--- src/inc/moist_pkg.sv ---
`default_nettype none
package moist_pkg;
  // Register indices; byte address is four times the index
  localparam logic [7:0] IDX_RETRY_CTRL = 8'h70;
  localparam logic [7:0] IDX_AVG_CTRL = 8'h72;
  localparam logic [7:0] IDX_NOISE = 8'h73;
  localparam logic [7:0] IDX_CUR_SEL = 8'h74;
  localparam logic [7:0] IDX_VTHRESH = 8'h75;
  localparam logic [7:0] IDX_CONTROL = 8'h76;
  localparam logic [7:0] IDX_FIN_CUR = 8'h78;
  localparam logic [7:0] IDX_AVG = 8'h79;
  localparam logic [7:0] IDX_MAX = 8'h7A;
  localparam logic [7:0] IDX_MIN = 8'h7B;
  localparam logic [7:0] IDX_IRQ_STAT = 8'h7C;
  localparam logic [7:0] IDX_IRQ_MASK = 8'h7D;
  // Control register field positions
  localparam int POS_AUTO_EN = 6;
  localparam int POS_MAN_CHECK = 4;
  localparam int POS_MAN_RETRY = 2;
  localparam int POS_REARM = 0;
  // Reset values
  localparam logic [5:0] RST_NOISE = 6'h00;
  localparam logic [1:0] RST_CUR_SEL = 2'h0;
  localparam logic [7:0] RST_VTHRESH = 8'h77;
  localparam logic [1:0] RST_REARM = 2'h3;
  localparam logic [2:0] RST_RETRY = 3'h1;
  localparam logic [2:0] RST_AVG_SEL = 3'h0;
  // Forced result codes
  localparam logic [1:0] CUR_FORCE_LOW = 2'b00;
  localparam logic [1:0] CUR_FORCE_SHORT = 2'b11;
  localparam logic [7:0] READ_LOW = 8'h00;
  localparam logic [7:0] READ_FULL = 8'hFF;
  // Interrupt status bits
  localparam int EV_DONE = 0;
  localparam int EV_WET1 = 1;
  localparam int EV_WET2 = 2;
  localparam int EV_ABORT = 3;
  localparam int EV_W = 4;
  // Timing of the automatic checks
  localparam longint CLK_HZ = 40_000_000;
  localparam longint AUTO_PERIOD_S = 16;
  localparam longint CH1_FIRST_S = 8;
  localparam longint CH2_FIRST_S = 16;
  localparam longint HALF_STEP_CYCLES = CH1_FIRST_S * CLK_HZ;
  // Measurement sequencer states
  typedef enum logic [1:0] {
    ST_IDLE = 2'b00,
    ST_SAMPLE = 2'b01,
    ST_JUDGE = 2'b10
  } meas_state_t;
endpackage
`default_nettype wire

--- src/hw/contact_moisture_detector.sv ---
// The AHB-Lite register port was left to the implementer.
`timescale 1ns/1ps
`default_nettype none
module contact_moisture_detector
  import moist_pkg::*;
#(
  parameter longint AUTO_HALF_CYCLES = HALF_STEP_CYCLES
) (
  // Clock and reset
  input wire logic hclk,
  input wire logic hresetn,
  // AHB-Lite slave
  input wire logic hsel,
  input wire logic [31:0] haddr,
  input wire logic [1:0] htrans,
  input wire logic hwrite,
  input wire logic [2:0] hsize,
  input wire logic [31:0] hwdata,
  input wire logic hready,
  output logic hreadyout,
  output logic hresp,
  output logic [31:0] hrdata,
  // Analog front end
  output logic meas_active,
  output logic meas_channel,
  output logic [1:0] pullup_code,
  input wire logic adc_valid,
  input wire logic [7:0] adc_data,
  // Status
  output logic [1:0] moisture_found,
  output logic irq
);

  // Bus phase state
  logic wr_ph_q;
  logic rd_ph_q;
  logic rd_done_q;
  logic [7:0] idx_q;
  logic [31:0] hrdata_q;
  // Software registers
  logic [5:0] noise_margin_q;
  logic [1:0] target_current_sel_q;
  logic [7:0] moisture_vthresh_q;
  logic [1:0] auto_en_q;
  logic [1:0] man_check_q;
  logic [1:0] man_retry_q;
  logic [1:0] auto_rearm_q;
  logic [2:0] sample_count_sel_q;
  logic [2:0] measure_retry_count_q;
  logic [EV_W-1:0] irq_stat_q;
  logic [EV_W-1:0] irq_mask_q;
  // Results
  logic [1:0] final_current_code_q;
  logic [7:0] reading_average_q;
  logic [7:0] reading_maximum_q;
  logic [7:0] reading_minimum_q;
  logic [1:0] wet_q;
  // Scheduler
  logic [31:0] tick_cnt_q;
  logic tick_phase_q;
  logic [1:0] auto_pend_q;
  // Sequencer
  meas_state_t st_q;
  logic ch_q;
  logic [1:0] code_q;
  logic [7:0] nsamp_q;
  logic [14:0] sum_q;
  logic [7:0] smax_q;
  logic [7:0] smin_q;
  logic [2:0] tries_q;
  // Combinational helpers
  logic addr_ok;
  logic wr_ctrl;
  logic tick;
  logic [1:0] req;
  logic [7:0] samples_needed;
  logic [7:0] avg_w;
  logic [7:0] clamp_lvl;
  logic sat;
  logic open_res;
  logic short_res;
  logic done;
  logic abort_res;
  logic [EV_W-1:0] ev;

  // Address phase acceptance
  assign addr_ok = hsel && htrans[1] && hready;
  assign hreadyout = !(rd_ph_q && !rd_done_q);
  assign hresp = 1'b0;
  assign hrdata = hrdata_q;
  assign wr_ctrl = wr_ph_q && (idx_q == IDX_CONTROL);

  // Capture address phase; reads take one wait state
  always_ff @(posedge hclk or negedge hresetn) begin
    if (!hresetn) begin
      wr_ph_q <= 1'b0;
      rd_ph_q <= 1'b0;
      rd_done_q <= 1'b0;
      idx_q <= 8'h00;
    end else begin
      if (hreadyout) begin
        wr_ph_q <= addr_ok && hwrite;
        rd_ph_q <= addr_ok && !hwrite;
        rd_done_q <= 1'b0;
        if (addr_ok) begin
          idx_q <= (haddr[1:0] == 2'b00) ? haddr[9:2] : 8'hFF;
        end
      end else begin
        rd_done_q <= 1'b1;
      end
    end
  end

  // Read data mux, unmapped reads return zero
  always_ff @(posedge hclk or negedge hresetn) begin
    if (!hresetn) begin
      hrdata_q <= 32'h0000_0000;
    end else if (rd_ph_q && !rd_done_q) begin
      unique case (idx_q)
        IDX_RETRY_CTRL: hrdata_q <= {29'h0, measure_retry_count_q};
        IDX_AVG_CTRL: hrdata_q <= {29'h0, sample_count_sel_q};
        IDX_NOISE: hrdata_q <= {26'h0, noise_margin_q};
        IDX_CUR_SEL: hrdata_q <= {30'h0, target_current_sel_q};
        IDX_VTHRESH: hrdata_q <= {24'h0, moisture_vthresh_q};
        IDX_CONTROL: hrdata_q <= {24'h0, auto_en_q, man_check_q, man_retry_q, auto_rearm_q};
        IDX_FIN_CUR: hrdata_q <= {30'h0, final_current_code_q};
        IDX_AVG: hrdata_q <= {24'h0, reading_average_q};
        IDX_MAX: hrdata_q <= {24'h0, reading_maximum_q};
        IDX_MIN: hrdata_q <= {24'h0, reading_minimum_q};
        IDX_IRQ_STAT: hrdata_q <= {28'h0, irq_stat_q};
        IDX_IRQ_MASK: hrdata_q <= {28'h0, irq_mask_q};
        default: hrdata_q <= 32'h0000_0000;
      endcase
    end
  end

  // Plain configuration registers
  always_ff @(posedge hclk or negedge hresetn) begin
    if (!hresetn) begin
      noise_margin_q <= RST_NOISE;
      target_current_sel_q <= RST_CUR_SEL;
      moisture_vthresh_q <= RST_VTHRESH;
      auto_en_q <= 2'b00;
      auto_rearm_q <= RST_REARM;
      sample_count_sel_q <= RST_AVG_SEL;
      measure_retry_count_q <= RST_RETRY;
      irq_mask_q <= '0;
    end else if (wr_ph_q) begin
      unique case (idx_q)
        IDX_RETRY_CTRL: measure_retry_count_q <= hwdata[2:0];
        IDX_AVG_CTRL: sample_count_sel_q <= hwdata[2:0];
        IDX_NOISE: noise_margin_q <= hwdata[5:0];
        IDX_CUR_SEL: target_current_sel_q <= hwdata[1:0];
        IDX_VTHRESH: moisture_vthresh_q <= hwdata[7:0];
        IDX_CONTROL: begin
          auto_en_q <= hwdata[POS_AUTO_EN+:2];
          auto_rearm_q <= hwdata[POS_REARM+:2];
        end
        IDX_IRQ_MASK: irq_mask_q <= hwdata[EV_W-1:0];
        default: ;
      endcase
    end
  end

  // Manual request bits: set by a one (retry bits only on a wet channel), cleared at completion; a new write wins
  always_ff @(posedge hclk or negedge hresetn) begin
    if (!hresetn) begin
      man_check_q <= 2'b00;
      man_retry_q <= 2'b00;
    end else begin
      for (int i = 0; i < 2; i++) begin
        if (wr_ctrl && hwdata[POS_MAN_CHECK+i]) begin
          man_check_q[i] <= 1'b1;
        end else if (done && (ch_q == i[0])) begin
          man_check_q[i] <= 1'b0;
        end
        if (wr_ctrl && hwdata[POS_MAN_RETRY+i] && wet_q[i]) begin
          man_retry_q[i] <= 1'b1;
        end else if (done && (ch_q == i[0])) begin
          man_retry_q[i] <= 1'b0;
        end
      end
    end
  end

  // Eight-second step timer; odd steps serve channel one, even steps channel two
  assign tick = (tick_cnt_q == 32'(AUTO_HALF_CYCLES - 1));
  always_ff @(posedge hclk or negedge hresetn) begin
    if (!hresetn) begin
      tick_cnt_q <= 32'h0000_0000;
      tick_phase_q <= 1'b0;
    end else if (tick) begin
      tick_cnt_q <= 32'h0000_0000;
      tick_phase_q <= !tick_phase_q;
    end else begin
      tick_cnt_q <= tick_cnt_q + 32'h0000_0001;
    end
  end

  // Automatic requests: enabled checks, or re-arm checks while moisture stands
  always_ff @(posedge hclk or negedge hresetn) begin
    if (!hresetn) begin
      auto_pend_q <= 2'b00;
    end else begin
      for (int i = 0; i < 2; i++) begin
        if (tick && (tick_phase_q == i[0]) && (auto_en_q[i] || (auto_rearm_q[i] && wet_q[i]))) begin
          auto_pend_q[i] <= 1'b1;
        end else if (done && (ch_q == i[0])) begin
          auto_pend_q[i] <= 1'b0;
        end
      end
    end
  end

  assign req = man_check_q | man_retry_q | auto_pend_q;
  assign samples_needed = 8'(9'h001 << sample_count_sel_q);
  // Average is the sum shifted by the sample count code
  assign avg_w = 8'(sum_q >> sample_count_sel_q);
  assign clamp_lvl = READ_FULL - {2'b00, noise_margin_q};
  assign sat = (smax_q == READ_FULL) && ((code_q != 2'b00) || (avg_w < clamp_lvl));
  assign open_res = (smax_q == READ_FULL) && !sat;
  assign short_res = (smax_q == READ_LOW);
  assign done = (st_q == ST_JUDGE) && !(sat && (tries_q != 3'h0));
  assign abort_res = sat;

  // Measurement sequencer
  always_ff @(posedge hclk or negedge hresetn) begin
    if (!hresetn) begin
      st_q <= ST_IDLE;
      ch_q <= 1'b0;
      code_q <= 2'b00;
      nsamp_q <= 8'h00;
      sum_q <= 15'h0000;
      smax_q <= 8'h00;
      smin_q <= 8'hFF;
      tries_q <= 3'h0;
    end else begin
      unique case (st_q)
        ST_IDLE: begin
          nsamp_q <= 8'h00;
          sum_q <= 15'h0000;
          smax_q <= 8'h00;
          smin_q <= 8'hFF;
          if (req != 2'b00) begin
            st_q <= ST_SAMPLE;
            ch_q <= !req[0];
            code_q <= target_current_sel_q;
            tries_q <= measure_retry_count_q;
          end
        end
        ST_SAMPLE: begin
          if (adc_valid) begin
            nsamp_q <= nsamp_q + 8'h01;
            sum_q <= sum_q + {7'h00, adc_data};
            if (adc_data > smax_q) begin
              smax_q <= adc_data;
            end
            if (adc_data < smin_q) begin
              smin_q <= adc_data;
            end
            if (nsamp_q == samples_needed - 8'h01) begin
              st_q <= ST_JUDGE;
            end
          end
        end
        ST_JUDGE: begin
          nsamp_q <= 8'h00;
          sum_q <= 15'h0000;
          smax_q <= 8'h00;
          smin_q <= 8'hFF;
          if (done) begin
            st_q <= ST_IDLE;
          end else begin
            st_q <= ST_SAMPLE;
            tries_q <= tries_q - 3'h1;
          end
        end
        default: st_q <= ST_IDLE;
      endcase
    end
  end

  // Result registers change only when a measurement completes
  always_ff @(posedge hclk or negedge hresetn) begin
    if (!hresetn) begin
      final_current_code_q <= 2'b00;
      reading_average_q <= 8'h00;
      reading_maximum_q <= 8'h00;
      reading_minimum_q <= 8'h00;
    end else if (done) begin
      if (abort_res || open_res) begin
        final_current_code_q <= CUR_FORCE_LOW;
      end else if (short_res) begin
        final_current_code_q <= CUR_FORCE_SHORT;
      end else begin
        final_current_code_q <= code_q;
      end
      if (abort_res || short_res) begin
        reading_average_q <= READ_LOW;
        reading_maximum_q <= READ_LOW;
        reading_minimum_q <= READ_LOW;
      end else if (open_res) begin
        reading_average_q <= READ_FULL;
        reading_maximum_q <= READ_FULL;
        reading_minimum_q <= READ_FULL;
      end else begin
        reading_average_q <= avg_w;
        reading_maximum_q <= smax_q;
        reading_minimum_q <= smin_q;
      end
    end
  end

  // Moisture flag per channel; a wet result re-arms the channel, a dry one clears the flag
  always_ff @(posedge hclk or negedge hresetn) begin
    if (!hresetn) begin
      wet_q <= 2'b00;
    end else if (done && !abort_res) begin
      wet_q[ch_q] <= !open_res && !short_res && (avg_w < moisture_vthresh_q);
    end
  end

  // Interrupt status, write one to clear, a new event wins
  assign ev[EV_DONE] = done;
  assign ev[EV_WET1] = done && !ch_q && !abort_res && !open_res && !short_res
    && (avg_w < moisture_vthresh_q);
  assign ev[EV_WET2] = done && ch_q && !abort_res && !open_res && !short_res
    && (avg_w < moisture_vthresh_q);
  assign ev[EV_ABORT] = done && abort_res;
  always_ff @(posedge hclk or negedge hresetn) begin
    if (!hresetn) begin
      irq_stat_q <= '0;
    end else if (wr_ph_q && (idx_q == IDX_IRQ_STAT)) begin
      irq_stat_q <= (irq_stat_q & ~hwdata[EV_W-1:0]) | ev;
    end else begin
      irq_stat_q <= irq_stat_q | ev;
    end
  end

  // Outputs to the front end and system
  assign meas_active = (st_q != ST_IDLE);
  assign meas_channel = ch_q;
  assign pullup_code = code_q;
  assign moisture_found = wet_q;
  assign irq = |(irq_stat_q & irq_mask_q);

  // Checks
  AST_READ_WAIT: assert property (@(posedge hclk) disable iff (!hresetn)
    (addr_ok && !hwrite && hreadyout) |=> !hreadyout ##1 hreadyout)
    else $error("read wait state wrong");
  AST_CUR_START: assert property (@(posedge hclk) disable iff (!hresetn)
    (st_q == ST_IDLE && req != 2'b00) |=> pullup_code == $past(target_current_sel_q))
    else $error("pull-up code not taken from select");
  AST_OPEN_FORCE: assert property (@(posedge hclk) disable iff (!hresetn)
    (done && open_res) |=> final_current_code_q == CUR_FORCE_LOW && reading_average_q == READ_FULL)
    else $error("open result not forced");
  AST_SHORT_FORCE: assert property (@(posedge hclk) disable iff (!hresetn)
    (done && short_res && !abort_res) |=> final_current_code_q == CUR_FORCE_SHORT
    && reading_maximum_q == READ_LOW && reading_minimum_q == READ_LOW)
    else $error("short result not forced");
  AST_ABORT_FORCE: assert property (@(posedge hclk) disable iff (!hresetn)
    (done && abort_res) |=> reading_average_q == READ_LOW && irq_stat_q[EV_ABORT])
    else $error("abort not reported");
  AST_MAN_CLEAR: assert property (@(posedge hclk) disable iff (!hresetn)
    (done && !ch_q && !(wr_ctrl && hwdata[POS_MAN_CHECK])) |=> !man_check_q[0])
    else $error("manual check bit not cleared");
  AST_RETRY_GATE: assert property (@(posedge hclk) disable iff (!hresetn)
    (!man_retry_q[1] && !wet_q[1]) |=> !man_retry_q[1])
    else $error("retry accepted without moisture");
  AST_HOLD: assert property (@(posedge hclk) disable iff (!hresetn)
    !done |=> $stable(reading_average_q) && $stable(final_current_code_q))
    else $error("results changed without completion");
  AST_SAMPLE_CNT: assert property (@(posedge hclk) disable iff (!hresetn)
    (st_q == ST_SAMPLE && $past(st_q) == ST_SAMPLE) |-> nsamp_q < samples_needed)
    else $error("sample count overrun");
  COV_DONE_WET: cover property (@(posedge hclk) disable iff (!hresetn) ev[EV_WET1]);
  COV_RETRY_SAT: cover property (@(posedge hclk) disable iff (!hresetn)
    (st_q == ST_JUDGE && !done));
  COV_ABORT: cover property (@(posedge hclk) disable iff (!hresetn) ev[EV_ABORT]);

endmodule // contact_moisture_detector
`default_nettype wire

--- config.mk ---
export PLATFORM = sky130hd
export DESIGN_NAME = contact_moisture_detector
export DESIGN_NICKNAME = d
export VERILOG_FILES = /design/src/inc/moist_pkg.sv /design/src/hw/contact_moisture_detector.sv
export SDC_FILE = /design/constraint.sdc
export NUM_CORES = 1
export LEC_CHECK = 0
export BUFFER_PORTS_ARGS = -buffer_cell sky130_fd_sc_hd__buf_2
export CAP_MARGIN = 20
export CORE_ASPECT_RATIO = 0.5
export CORE_MARGIN = 5
export CORE_UTILIZATION = 47
export CTS_BUF_LIST = sky130_fd_sc_hd__clkbuf_4 sky130_fd_sc_hd__clkbuf_8 sky130_fd_sc_hd__clkbuf_16
export DETAILED_ROUTE_END_ITERATION = 10
export MAX_ROUTING_LAYER = met4
export PLACE_DENSITY = 0.77
export SLEW_MARGIN = 20
export SYNTH_ARGS = -nofsm -noshare
export SYNTH_HDL_FRONTEND = slang
export SYNTH_SLANG_ARGS = --single-unit
export TNS_END_PERCENT = 100
--- constraint.sdc ---
create_clock -name hclk -period 3.1 [get_ports hclk]
set_input_delay 0.31 -clock hclk [delete_from_list [all_inputs] [get_ports hclk]]
set_output_delay 0.31 -clock hclk [all_outputs]
set_load 0.01 [all_outputs]
==> impl_results.md, run 1 <==
- Post-synth EDFFs: 0
- CP Depth: 14
- Max Cap Viol: 0
- Fmax: 0.327 GHz
- HPWL after DPL: 17.2 mm
- Post-Synth Adder-Cell Area: 5.47%
- Fill cells: 1,629
- Vias in the first global route: 7,481
- Largest family of logic cells by synthesized area: simple AND/OR/NAND/NOR gates
- Placement Cell Area: 9960 µm²
- RSZ-0062 raised after global routing: yes
- Synth Area in Compound Gates: 14.2%
- Clock latency on the worst-skew pair: 440 ps
- Clock skew: 11.7 ps
- Min Tclk post-route: 3060 ps
- Post-synth top flop: dfrtp_1
- I/O Buffers: 48
- Nets@finish: 1,159
- Drt wl/cell: 18.3 µm
- CTS H-Tree Depth: 4
- P per Cell Area: 687 nW/µm²
- DR iter-0 viols: 691
- Hold path depth: 2
- Drt pass-1 iters: 5
- CTS tree: done
- # rows: 36
- Grt total ovfl: 0
- Worst path bufs/invs: 2
- Pin count of the biggest net entering global routing: 69
- Worst-Margin Slew: 997 ps
- Post-Synthesis Cells: 963
- Post-Synth Simple-Gate Area: 17.3%
- Final worst-path cycle share: 98.6%
- Vias: 7,653
- Critical Path Most Common Cell: nand2_1
- Die Wd: 209 µm
- P_leak: 5.03 nW
- CP Cell Sequence: buf_4 > mux2i_2 > nand2_1 > nand2_1 > o21ai_1 > ha_1 > a21oi_2 > nand2_1 > o311ai_2 > o21ai_2 > buf_6 > or3b_4 > nand3b_1 > o211ai_1
- CTS buffer count: 17
- Syn avg cell area: 9.65 µm²
- Post-route cell area: 10,700 µm²
- Startpoint class of the critical path: flop
- Cell family with most CP delay: compound AO/OA/AOI/OAI gates
- Die Span Y: 109 µm
- WL final: 24.0 mm
- Design Power: 7.37 mW
- Peak supply drop: 358 µV
- Sequential share of the synthesized area: 45.2%
- Slew Viols, Final: 0
- Share of cells above drive strength 1: 19.9%
- Min-delay worst type: input pin to flop
- Mapped cell area: 9290 µm²
- Mux cell area share after synthesis: 8.26%
- Core area: 19,500 µm²
- CP max FO: 5
- GRT Util Overall: 22.1%
- HP Start: hwrite
- Flops & latches, synth: 167
- ANT nets after route: 0
- Synth unique cells: 67
- Critical register-to-register path startpoint: sample_count_sel_q[0]
- Total negative setup slack: 0 ps
- Clock Pin Slew Worst Setup and Hold Paths: 70 ps
- Area grow syn2layout: 15.4%
- Crit. Startpoint: sample_count_sel_q[0]
- Io pins: 124
- Die area: 22,800 µm²
- Root Driver: clkbuf_16
- WP data arrival: 3370 ps
- CTS max path bufs: 2
- Routability congestion estimate: 0.968
- Final Hold Vio Count: 0
- CP max stage delay: 450 ps
- Final Core Density: 55.1%
- CP required: 3410 ps
- Initial antenna violation count: 0
- Setup CP Type: flop to flop
- First-pass GRT wire length: 39.2 mm
- Asr flop ratio synth: 100%
- Final setup fails: 0
- Worst slew margin: 33.6%
- Starting density of the core: 47.7%
- Post-Synth XOR/XNOR Area: 4.05%
- Clk sinks: 167
- Worst path slowest cell: dfrtp_2
- Residual DRC count: 0
- Critical Path End Type: flop
- Status: finished, final reports clean
- Register-to-Register Path Depth: 14
- Via/cell ratio: 5.82
- YS warnings: 0
cell type report:
cell class | instances | area [µm²] | share of cell area (%)
Antenna cell | 1 | 2.50 | 0.0233
Clock buffer | 18 | 439 | 4.10
Clock inverter | 14 | 139 | 1.30
Inverter | 37 | 139 | 1.30
Multi-Input combinational cell | 715 | 4780 | 44.5
Sequential cell | 167 | 4200 | 39.2
Tap cell | 266 | 333 | 3.10
Timing Repair Buffer | 98 | 693 | 6.46
cell usage after synthesis (3+ instances only):
cell,n,area [µm²]
buf_2,4,20.0
mux4_2,4,90.1
a21o_1,11,82.6
o21ai_0,53,265
mux2_2,33,372
nor4b_1,3,26.3
and4_1,4,35.0
dfstp_2,17,447
xor2_1,19,166
or4_1,3,22.5
a22oi_1,12,90.1
o31ai_1,6,45.0
a221oi_1,4,35.0
nor3b_1,5,37.5
buf_4,25,188
nor2_1,71,267
xnor2_1,24,210
o211ai_1,8,60.1
a32oi_1,4,35.0
nand2b_1,6,37.5
nor2b_1,9,56.3
dfrtp_1,150,3750
a21oi_1,44,220
and2_1,3,18.8
clkbuf_1,34,128
nor3_1,26,130
nor4_1,7,43.8
a222oi_1,3,30.0
a31oi_1,7,43.8
o22ai_1,4,25.0
and3_1,10,62.6
a211oi_1,5,37.5
ha_1,39,488
nand3b_1,3,22.5
nand2_1,129,484
or3_1,7,43.8
a22o_1,21,184
buf_1,3,11.3
inv_1,37,139
nand4_1,10,62.6
nand3_1,35,175
mux2i_1,29,290
per-stage QoR:
| stage | hold slack (ps) | worst slack, ps | std cells |
|---|---|---|---|
| 2_1_floorplan | 14.4 | 7.33 | 987 |
| 3_3_place_gp | 368 | -84.7 | 1276 |
| 3_5_place_dp | 370 | -245 | 1276 |
| 4_1_cts | 80.0 | 0.258 | 1311 |
| 5_1_grt | 84.8 | -47.2 | 1315 |
| 6_report | 94.2 | 42.0 | 1316 |
registers in the layout (all words and copies together) (netlist names), 6 cells and up:
| name | cells |
|---|---|
| hrdata | 8 |
| idx_q | 8 |
| moisture_vthresh_q | 8 |
| noise_margin_q | 6 |
| nsamp_q | 8 |
| reading_average_q | 8 |
| reading_maximum_q | 8 |
| reading_minimum_q | 8 |
| smax_q | 8 |
| smin_q | 8 |
| sum_q | 15 |
| tick_cnt_q | 32 |
worst paths after layout:
check	endpoint	slack, ps
worst max-delay path	tries_q[1]	40
worst min register to register	reading_average_q[1]	480
worst max register to register	tries_q[1]	40
min in group asynchronous	smax_q[2]	460
worst min-delay path	rd_ph_q	90
max in group asynchronous	auto_rearm_q[0]	1850
logic make-up after synthesis:
| family | count (synthesis) |
|---|---|
| xor+xnor | 43 |
| mux | 67 |
| fa+ha+maj | 40 |
| compound gates | 200 |
| simple gates | 340 |
| flops | 167 |
| buf+inv | 105 |
| other cells | 1 |
worst register-to-register path, stage by stage (launching register included):
cell and delay (ps):
dfrtp_2 450, buf_4 160, mux2i_2 160, nand2_1 80
nand2_1 80, o21ai_1 260, ha_1 320, a21oi_2 190
nand2_1 100, o311ai_2 240, o21ai_2 110, buf_6 170
or3b_4 410, nand3b_1 110, o211ai_1 90
where the power goes:
group / total, mW / internal [mW] / switching (mW)
registers: 2.98 / 2.55 / 0.434
clock network: 2.11 / 1.15 / 0.955
logic: 2.28 / 1.03 / 1.26
total: 7.37 / 4.72 / 2.65
timing repair:
item,CTS,global route
endpoints found under the hold margin,55,0
endpoints found under the setup margin,33,40
gates resized for setup,6,26
buffers inserted,2,4
hold buffers,1,0
pin swaps,0,14
metal layers:
layer  track usage (%)  vias to the layer above  wire length, µm
met5                 -                        -                0
met4              9.12                        0              807
met3              4.45                       57             1680
met2              35.1                      293            11000
met1              28.4                     3763            10500
li1                  -                     3540                -
placed cells by master (no fill, tap or decap), drive strengths merged, types with 25 or more instances in the layout:
cell | Yosys | final
nand3 | 35 | 35
a21oi | 44 | 44
ha | 39 | 39
buf | 33 | 97
mux2 | 34 | 34
dfrtp | 150 | 150
nor3 | 26 | 26
mux2i | 29 | 29
nor2 | 71 | 71
conb | 1 | 25
o21ai | 56 | 56
inv | 37 | 44
nand2 | 129 | 129
Note: power is estimated with default switching activity, not from simulation.
==> run 2, diff against run 1 <==
- CORE_MARGIN: 5 -> unset
==> run 2 against run 1 <==
Worst setup slack worse by 43 ps. Largest cell class unchanged. Clock skew up 0.73 ps. Sequential cell count unchanged. Power is 0.43% higher. Utilization rose by 1.7 points. Register-to-register slack worse by 40 ps. Sequential power is essentially flat. The run now ends with setup timing left. Sequential share of layout area about the same. Global-route usage rose by 2.2 points. Critical endpoint is now reading_maximum_q[1]. Design area about the same. Highest routed layer unchanged.
==> impl_results.md, run 2 (synthesized netlist as in run 1, its figures left out) <==
- Status: finished, violations left
- Failing checks: setup timing
- Final worst-path cycle share: 100% (+1.4 points)
- # rows: 35 (-2.8%)
- CTS H-Tree Depth: 4 (unchanged)
- Vias in the first global route: 7,180 (-4.0%)
- Share of cells above drive strength 1: 20.4% (+0.51 points)
- Drt pass-1 iters: 8 (+3)
- Final Core Density: 56.8% (+1.7 points)
- CP required: 3420 ps (about the same)
- CTS tree: done
- Routability congestion estimate: 0.927 (-4.2%)
- P_leak: 5.03 nW (-0.10%)
- Min-delay worst type: input pin to flop
- Max Cap Viol: 0 (unchanged)
- HPWL after DPL: 16.6 mm (-3.3%)
- Total negative setup slack: -0.893 ps (-0.893 ps)
- Cell family with most CP delay: compound AO/OA/AOI/OAI gates
- I/O Buffers: 48 (unchanged)
- Worst path bufs/invs: 3 (+1)
- Peak supply drop: 379 µV (+5.8%)
- Critical Path End Type: flop
- CP Cell Sequence: buf_4 > mux2i_2 > nand2_1 > nand2_2 > mux2i_2 > ha_1 > a2111oi_4 > o31ai_2 > o311ai_2 > o21ai_2 > buf_4 > and2_2 > buf_12 > a22o_1
- Io pins: 124 (unchanged)
- Core area: 18,900 µm² (-3.0%)
- CP max stage delay: 460 ps (about the same)
- Area grow syn2layout: 15.5% (about the same)
- Residual DRC count: 0 (unchanged)
- Final Hold Vio Count: 0 (unchanged)
- Worst path slowest cell: dfrtp_2
- Most flops, register: tick_cnt_q
- Setup CP Type: flop to flop
- Die Wd: 201 µm (-3.8%)
- Root Driver: clkbuf_16
- Clock Pin Slew Worst Setup and Hold Paths: 70 ps (about the same)
- WL final: 23.4 mm (-2.4%)
- Largest registers: tick_cnt_q: 32 flops, sum_q: 15 flops
- Grt total ovfl: 0 (unchanged)
- Setup Slack @ Placement: -209 ps (+36.7 ps)
- GRT Util Overall: 24.3% (+2.2 points)
- Clock skew: 12.4 ps (+0.726 ps)
- Most frequent cells in the layout: dfrtp_1, nand2_1, nor2_1, buf_2, buf_4
- PnR worst setup slack: -0.893 ps (-42.9 ps)
- Die area: 20,400 µm² (-11%)
- Final setup fails: 1 (+1)
- ANT nets after route: 0 (unchanged)
- RSZ-0062 raised after global routing: yes
- Via/cell ratio: 5.71 (-1.9%)
- WP data arrival: 3420 ps (+50 ps)
- Max FFs per register: 32 (unchanged)
- Nets@finish: 1,162 (+0.26%)
- Fmax: 0.322 GHz (-1.4%)
- Worst-Margin Slew: 966 ps (-30.5 ps)
- Worst slew margin: 35.6% (+2.0 points)
- Initial antenna violation count: 1 (+1)
- Design Power: 7.40 mW (+0.43%)
- CTS max path bufs: 2 (unchanged)
- CTS buffer count: 17 (unchanged)
- Die Span Y: 101 µm (-7.3%)
- P per Cell Area: 690 nW/µm² (+0.41%)
- Min Tclk post-route: 3100 ps (+42.9 ps)
- Slew Viols, Final: 0 (unchanged)
- CP max FO: 8 (+3)
- Fill cells: 1,540 (-5.5%)
- Most common cell after layout, fill and taps aside: dfrtp_1
- Pin count of the biggest net entering global routing: 80 (+16%)
- Startpoint class of the critical path: flop
- Clock latency on the worst-skew pair: 440 ps (about the same)
- First-pass GRT wire length: 37.4 mm (-4.6%)
- Clk sinks: 167 (unchanged)
- Drt wl/cell: 17.9 µm (-2.1%)
- Vias: 7,487 (-2.2%)
- Starting density of the core: 49.2% (+1.5 points)
- DR iter-0 viols: 505 (-27%)
-- run 2: area by class of cell --
type                       instances  area [µm²]  area share (%)
multi-input combinational        715        4780            44.6
timing repair buffer             101         696            6.49
tap                              259         324            3.02
clock inverter                    14         145            1.35
antenna                            1        2.50          0.0233
sequential                       167        4200            39.2
clock buffer                      18         439            4.09
inverter                          37         139            1.29
-- run 2: where the power goes --
| group | leakage, nW | switching [mW] | internal (mW) |
|---|---|---|---|
| logic | 2.62 | 1.27 | 1.04 |
| clock network | 0.290 | 1.02 | 1.10 |
| registers | 2.12 | 0.424 | 2.54 |
| total | 5.03 | 2.72 | 4.68 |
-- run 2: layer usage --
| metal | track usage, % | vias up | share of wire [%] |
|---|---|---|---|
| li1 | - | 3537 | - |
| met1 | 31.4 | 3614 | 45 |
| met2 | 38.2 | 284 | 46 |
| met3 | 5.12 | 52 | 6.4 |
| met4 | 8.81 | 0 | 2.5 |
| met5 | - | - | 0 |
-- run 2: worst paths after layout --
path | startpoint | to | slack [ps] | cells past startpoint
min in group asynchronous | hresetn | sum_q[3] | 480 | 2
worst max register to register | sample_count_sel_q[0] | reading_maximum_q[1] | -0.9 | 14
worst max-delay path | sample_count_sel_q[0] | reading_maximum_q[1] | -0.9 | 14
max in group asynchronous | hresetn | moisture_vthresh_q[0] | 1770 | 3
worst min register to register | tick_cnt_q[31] | tick_cnt_q[31] | 470 | 1
worst min-delay path | hwrite | rd_ph_q | 90 | 2
-- run 2: what timing repair did --
action	in CTS	in global routing
hold buffers	1	0
pin swaps	3	5
buffers inserted	2	3
hold endpoints to repair	64	0
setup endpoints to repair	37	40
gates resized for setup	3	28
-- run 2: metrics by stage --
stage | cells | hold slack, ps | instance area, µm²
2_1_floorplan | 987 | 14.4 | 9390
3_3_place_gp | 1273 | 400 | 9980
3_5_place_dp | 1273 | 405 | 9980
4_1_cts | 1308 | 78.8 | 10600
5_1_grt | 1312 | 88.5 | 10700
6_report | 1312 | 93.3 | 10700
==> run 3, diff against run 2 <==
- CORE_MARGIN: unset -> 4
- SKIP_LAST_GASP: unset -> 1
==> run 3 against run 2 <==
The flow now finishes without violations. Design area up 0.47%. Die area up 9.1%. Power up 1.0%. Clock power up 2%. Non-clock buffer count up 1. Sequential power about the same. Global-route usage down 2.2 points. Critical path depth down 1. Final cell count up 0.53%. First-iteration DRC count up 29%. Sequential cell count unchanged.
==> impl_results.md, run 3 (synthesized netlist as in run 1, its figures left out) <==
- Die Wd: 207 µm (+3.0%)
- Slew Viols, Final: 0 (unchanged)
- Fill cells: 1,633 (+6.0%)
- Routability congestion estimate: 0.975 (+5.1%)
- Io pins: 124 (unchanged)
- Clock Pin Slew Worst Setup and Hold Paths: 70 ps (about the same)
- Nets@finish: 1,163 (+0.086%)
- Antenna diode count: 0 (-1)
- Worst-Margin Slew: 980 ps (+13.4 ps)
- Fmax: 0.329 GHz (+1.9%)
- Setup CP Type: flop to flop
- GRT Util Overall: 22.1% (-2.2 points)
- Peak supply drop: 370 µV (-2.3%)
- Clock latency on the worst-skew pair: 430 ps (about the same)
- Die Span Y: 107 µm (+5.9%)
- Clock skew: 10.9 ps (-1.51 ps)
- Most flops, register: tick_cnt_q
- Worst Hold End: rd_ph_q
- Startpoint class of the critical path: flop
- Critical register-to-register path startpoint: sample_count_sel_q[0]
- Critical Path End Type: flop
- CTS H-Tree Depth: 4 (unchanged)
- Initial antenna violation count: 0 (-1)
- CP max FO: 8 (unchanged)
- CP required: 3470 ps (+50 ps)
- P_leak: 5.06 nW (+0.61%)
- Reg2reg setup slack: 60 ps (+60 ps)
- Final Core Density: 55.5% (-1.3 points)
- Clk sinks: 167 (unchanged)
- Cells after DPL: 1,282 (+0.71%)
- Largest registers: tick_cnt_q: 32 flops, sum_q: 15 flops
- RSZ-0062 raised after global routing: yes
- Grt total ovfl: 0 (unchanged)
- Starting density of the core: 47.8% (-1.4 points)
- Total negative setup slack: 0 ps (+0.893 ps)
- HP Start: hwrite
- Final Hold Vio Count: 0 (unchanged)
- CP max stage delay: 500 ps (+40 ps)
- Critical Path Most Common Cell: nand2_1
- Min-delay worst type: input pin to flop
- First-pass GRT wire length: 38.1 mm (+1.9%)
- Final cell count without fillers: 1,319 (+0.53%)
- I/O Buffers: 48 (unchanged)
- Hold path depth: 2 (unchanged)
- Worst path slowest cell: dfrtp_2
- Residual DRC count: 0 (unchanged)
- Drt wl/cell: 18.2 µm (+1.6%)
- Final worst-path cycle share: 98.1% (-1.9 points)
- Min Hold Slack: 99.8 ps (+6.53 ps)
- Drt pass-1 iters: 5 (-3)
- Share of cells above drive strength 1: 20.5% (+0.076 points)
- CTS max path bufs: 2 (unchanged)
- Status: finished, final reports clean
- Pin count of the biggest net entering global routing: 82 (+2.5%)
- Min Tclk post-route: 3040 ps (-58.9 ps)
- Vias: 7,596 (+1.5%)
- DR iter-0 viols: 651 (+29%)
- Vias in the first global route: 7,360 (+2.5%)
- WP data arrival: 3410 ps (about the same)
- Worst slew margin: 34.7% (-0.89 points)
- WL final: 24.0 mm (+2.2%)
- Area grow syn2layout: 16.0%
- Root Driver: clkbuf_16
- P per Cell Area: 694 nW/µm² (+0.55%)
- Core area: 19,400 µm² (+2.9%)
- HPWL after DPL: 17.3 mm (+4.4%)
- Die area: 22,200 µm² (+9.1%)
- Worst R2R End: tries_q[0]
- CTS buffer count: 17 (unchanged)
- # rows: 36 (+2.9%)
- Most frequent cells in the layout: dfrtp_1, nand2_1, nor2_1, o21ai_0
- Final setup fails: 0 (-1)
- Max Cap Viol: 0 (unchanged)
- Max FFs per register: 32 (unchanged)
- ANT nets after route: 0 (unchanged)
- CP Cell Sequence: buf_6 > mux2_4 > mux2i_1 > o21ai_1 > ha_2 > a211oi_2 > nand2_1 > o311ai_2 > o21ai_2 > buf_4 > or4_1 > nand2_1 > a221o_1
- Most common cell after layout, fill and taps aside: dfrtp_1
- CTS tree: done
- Via/cell ratio: 5.76 (+0.92%)
- Register-to-Register Path Depth: 13 (-1)
==> run 3: worst max path at each step <==
stage,startpoint,to,slack (ps),depth (start not counted)
floorplan,sample_count_sel_q[0],auto_pend_q[1],7,13
global placement,sample_count_sel_q[0],auto_pend_q[1],-70,13
detailed placement,sample_count_sel_q[0],auto_pend_q[1],-130,13
CTS,sample_count_sel_q[0],auto_pend_q[1],10,12
global route,sample_count_sel_q[0],tries_q[0],-90,14
finish,sample_count_sel_q[0],tries_q[0],60,13
==> run 3: per-layer routing <==
metal | share of wire [%] | vias to the layer above | global-route usage, %
li1 | - | 3548 | -
met1 | 44 | 3713 | 29.6
met2 | 47 | 275 | 34.5
met3 | 6.0 | 60 | 3.43
met4 | 3.2 | 0 | 8.48
met5 | 0 | - | -
==> run 3: final cells by class <==
cell class	instances	area [µm²]	area share (%)
clock buffers	17	425	3.95
clock inverters	15	179	1.66
inverters	37	139	1.29
multi-input cells	715	4800	44.6
flip-flops and latches	167	4200	39.0
well taps	266	333	3.09
repair buffers	102	694	6.44
==> run 3: timing repair <==
action	CTS	global route
hold endpoints to repair	75	0
resized for setup	4	30
hold buffers	1	0
pin swaps	3	7
setup endpoints to repair	36	38
setup buffers	0	4
==> run 3: worst max-delay path: cells and delay by family (launching register included) <==
kind	cells	cell delay, ps
AOI/OAI and AO/OA	5	860
and+or+nand+nor	3	560
DFF	1	500
muxes	2	480
buffers and inverters	2	330
adders and majority gates	1	240
==> run 3: stage by stage <==
stage               area (µm²)  worst slack, ps  power, mW
global route             10800            -90.5       7.90
CTS                      10600             13.3       7.32
global placement          9990            -65.4       5.01
finish                   10800             58.0       7.48
detailed placement        9990             -132       5.14
floorplan                 9390             7.33       4.43
==> run 3: report_power, final <==
group,internal (mW),switching [mW]
combinational,1.06,1.27
sequential,2.54,0.441
clock,1.16,1.00
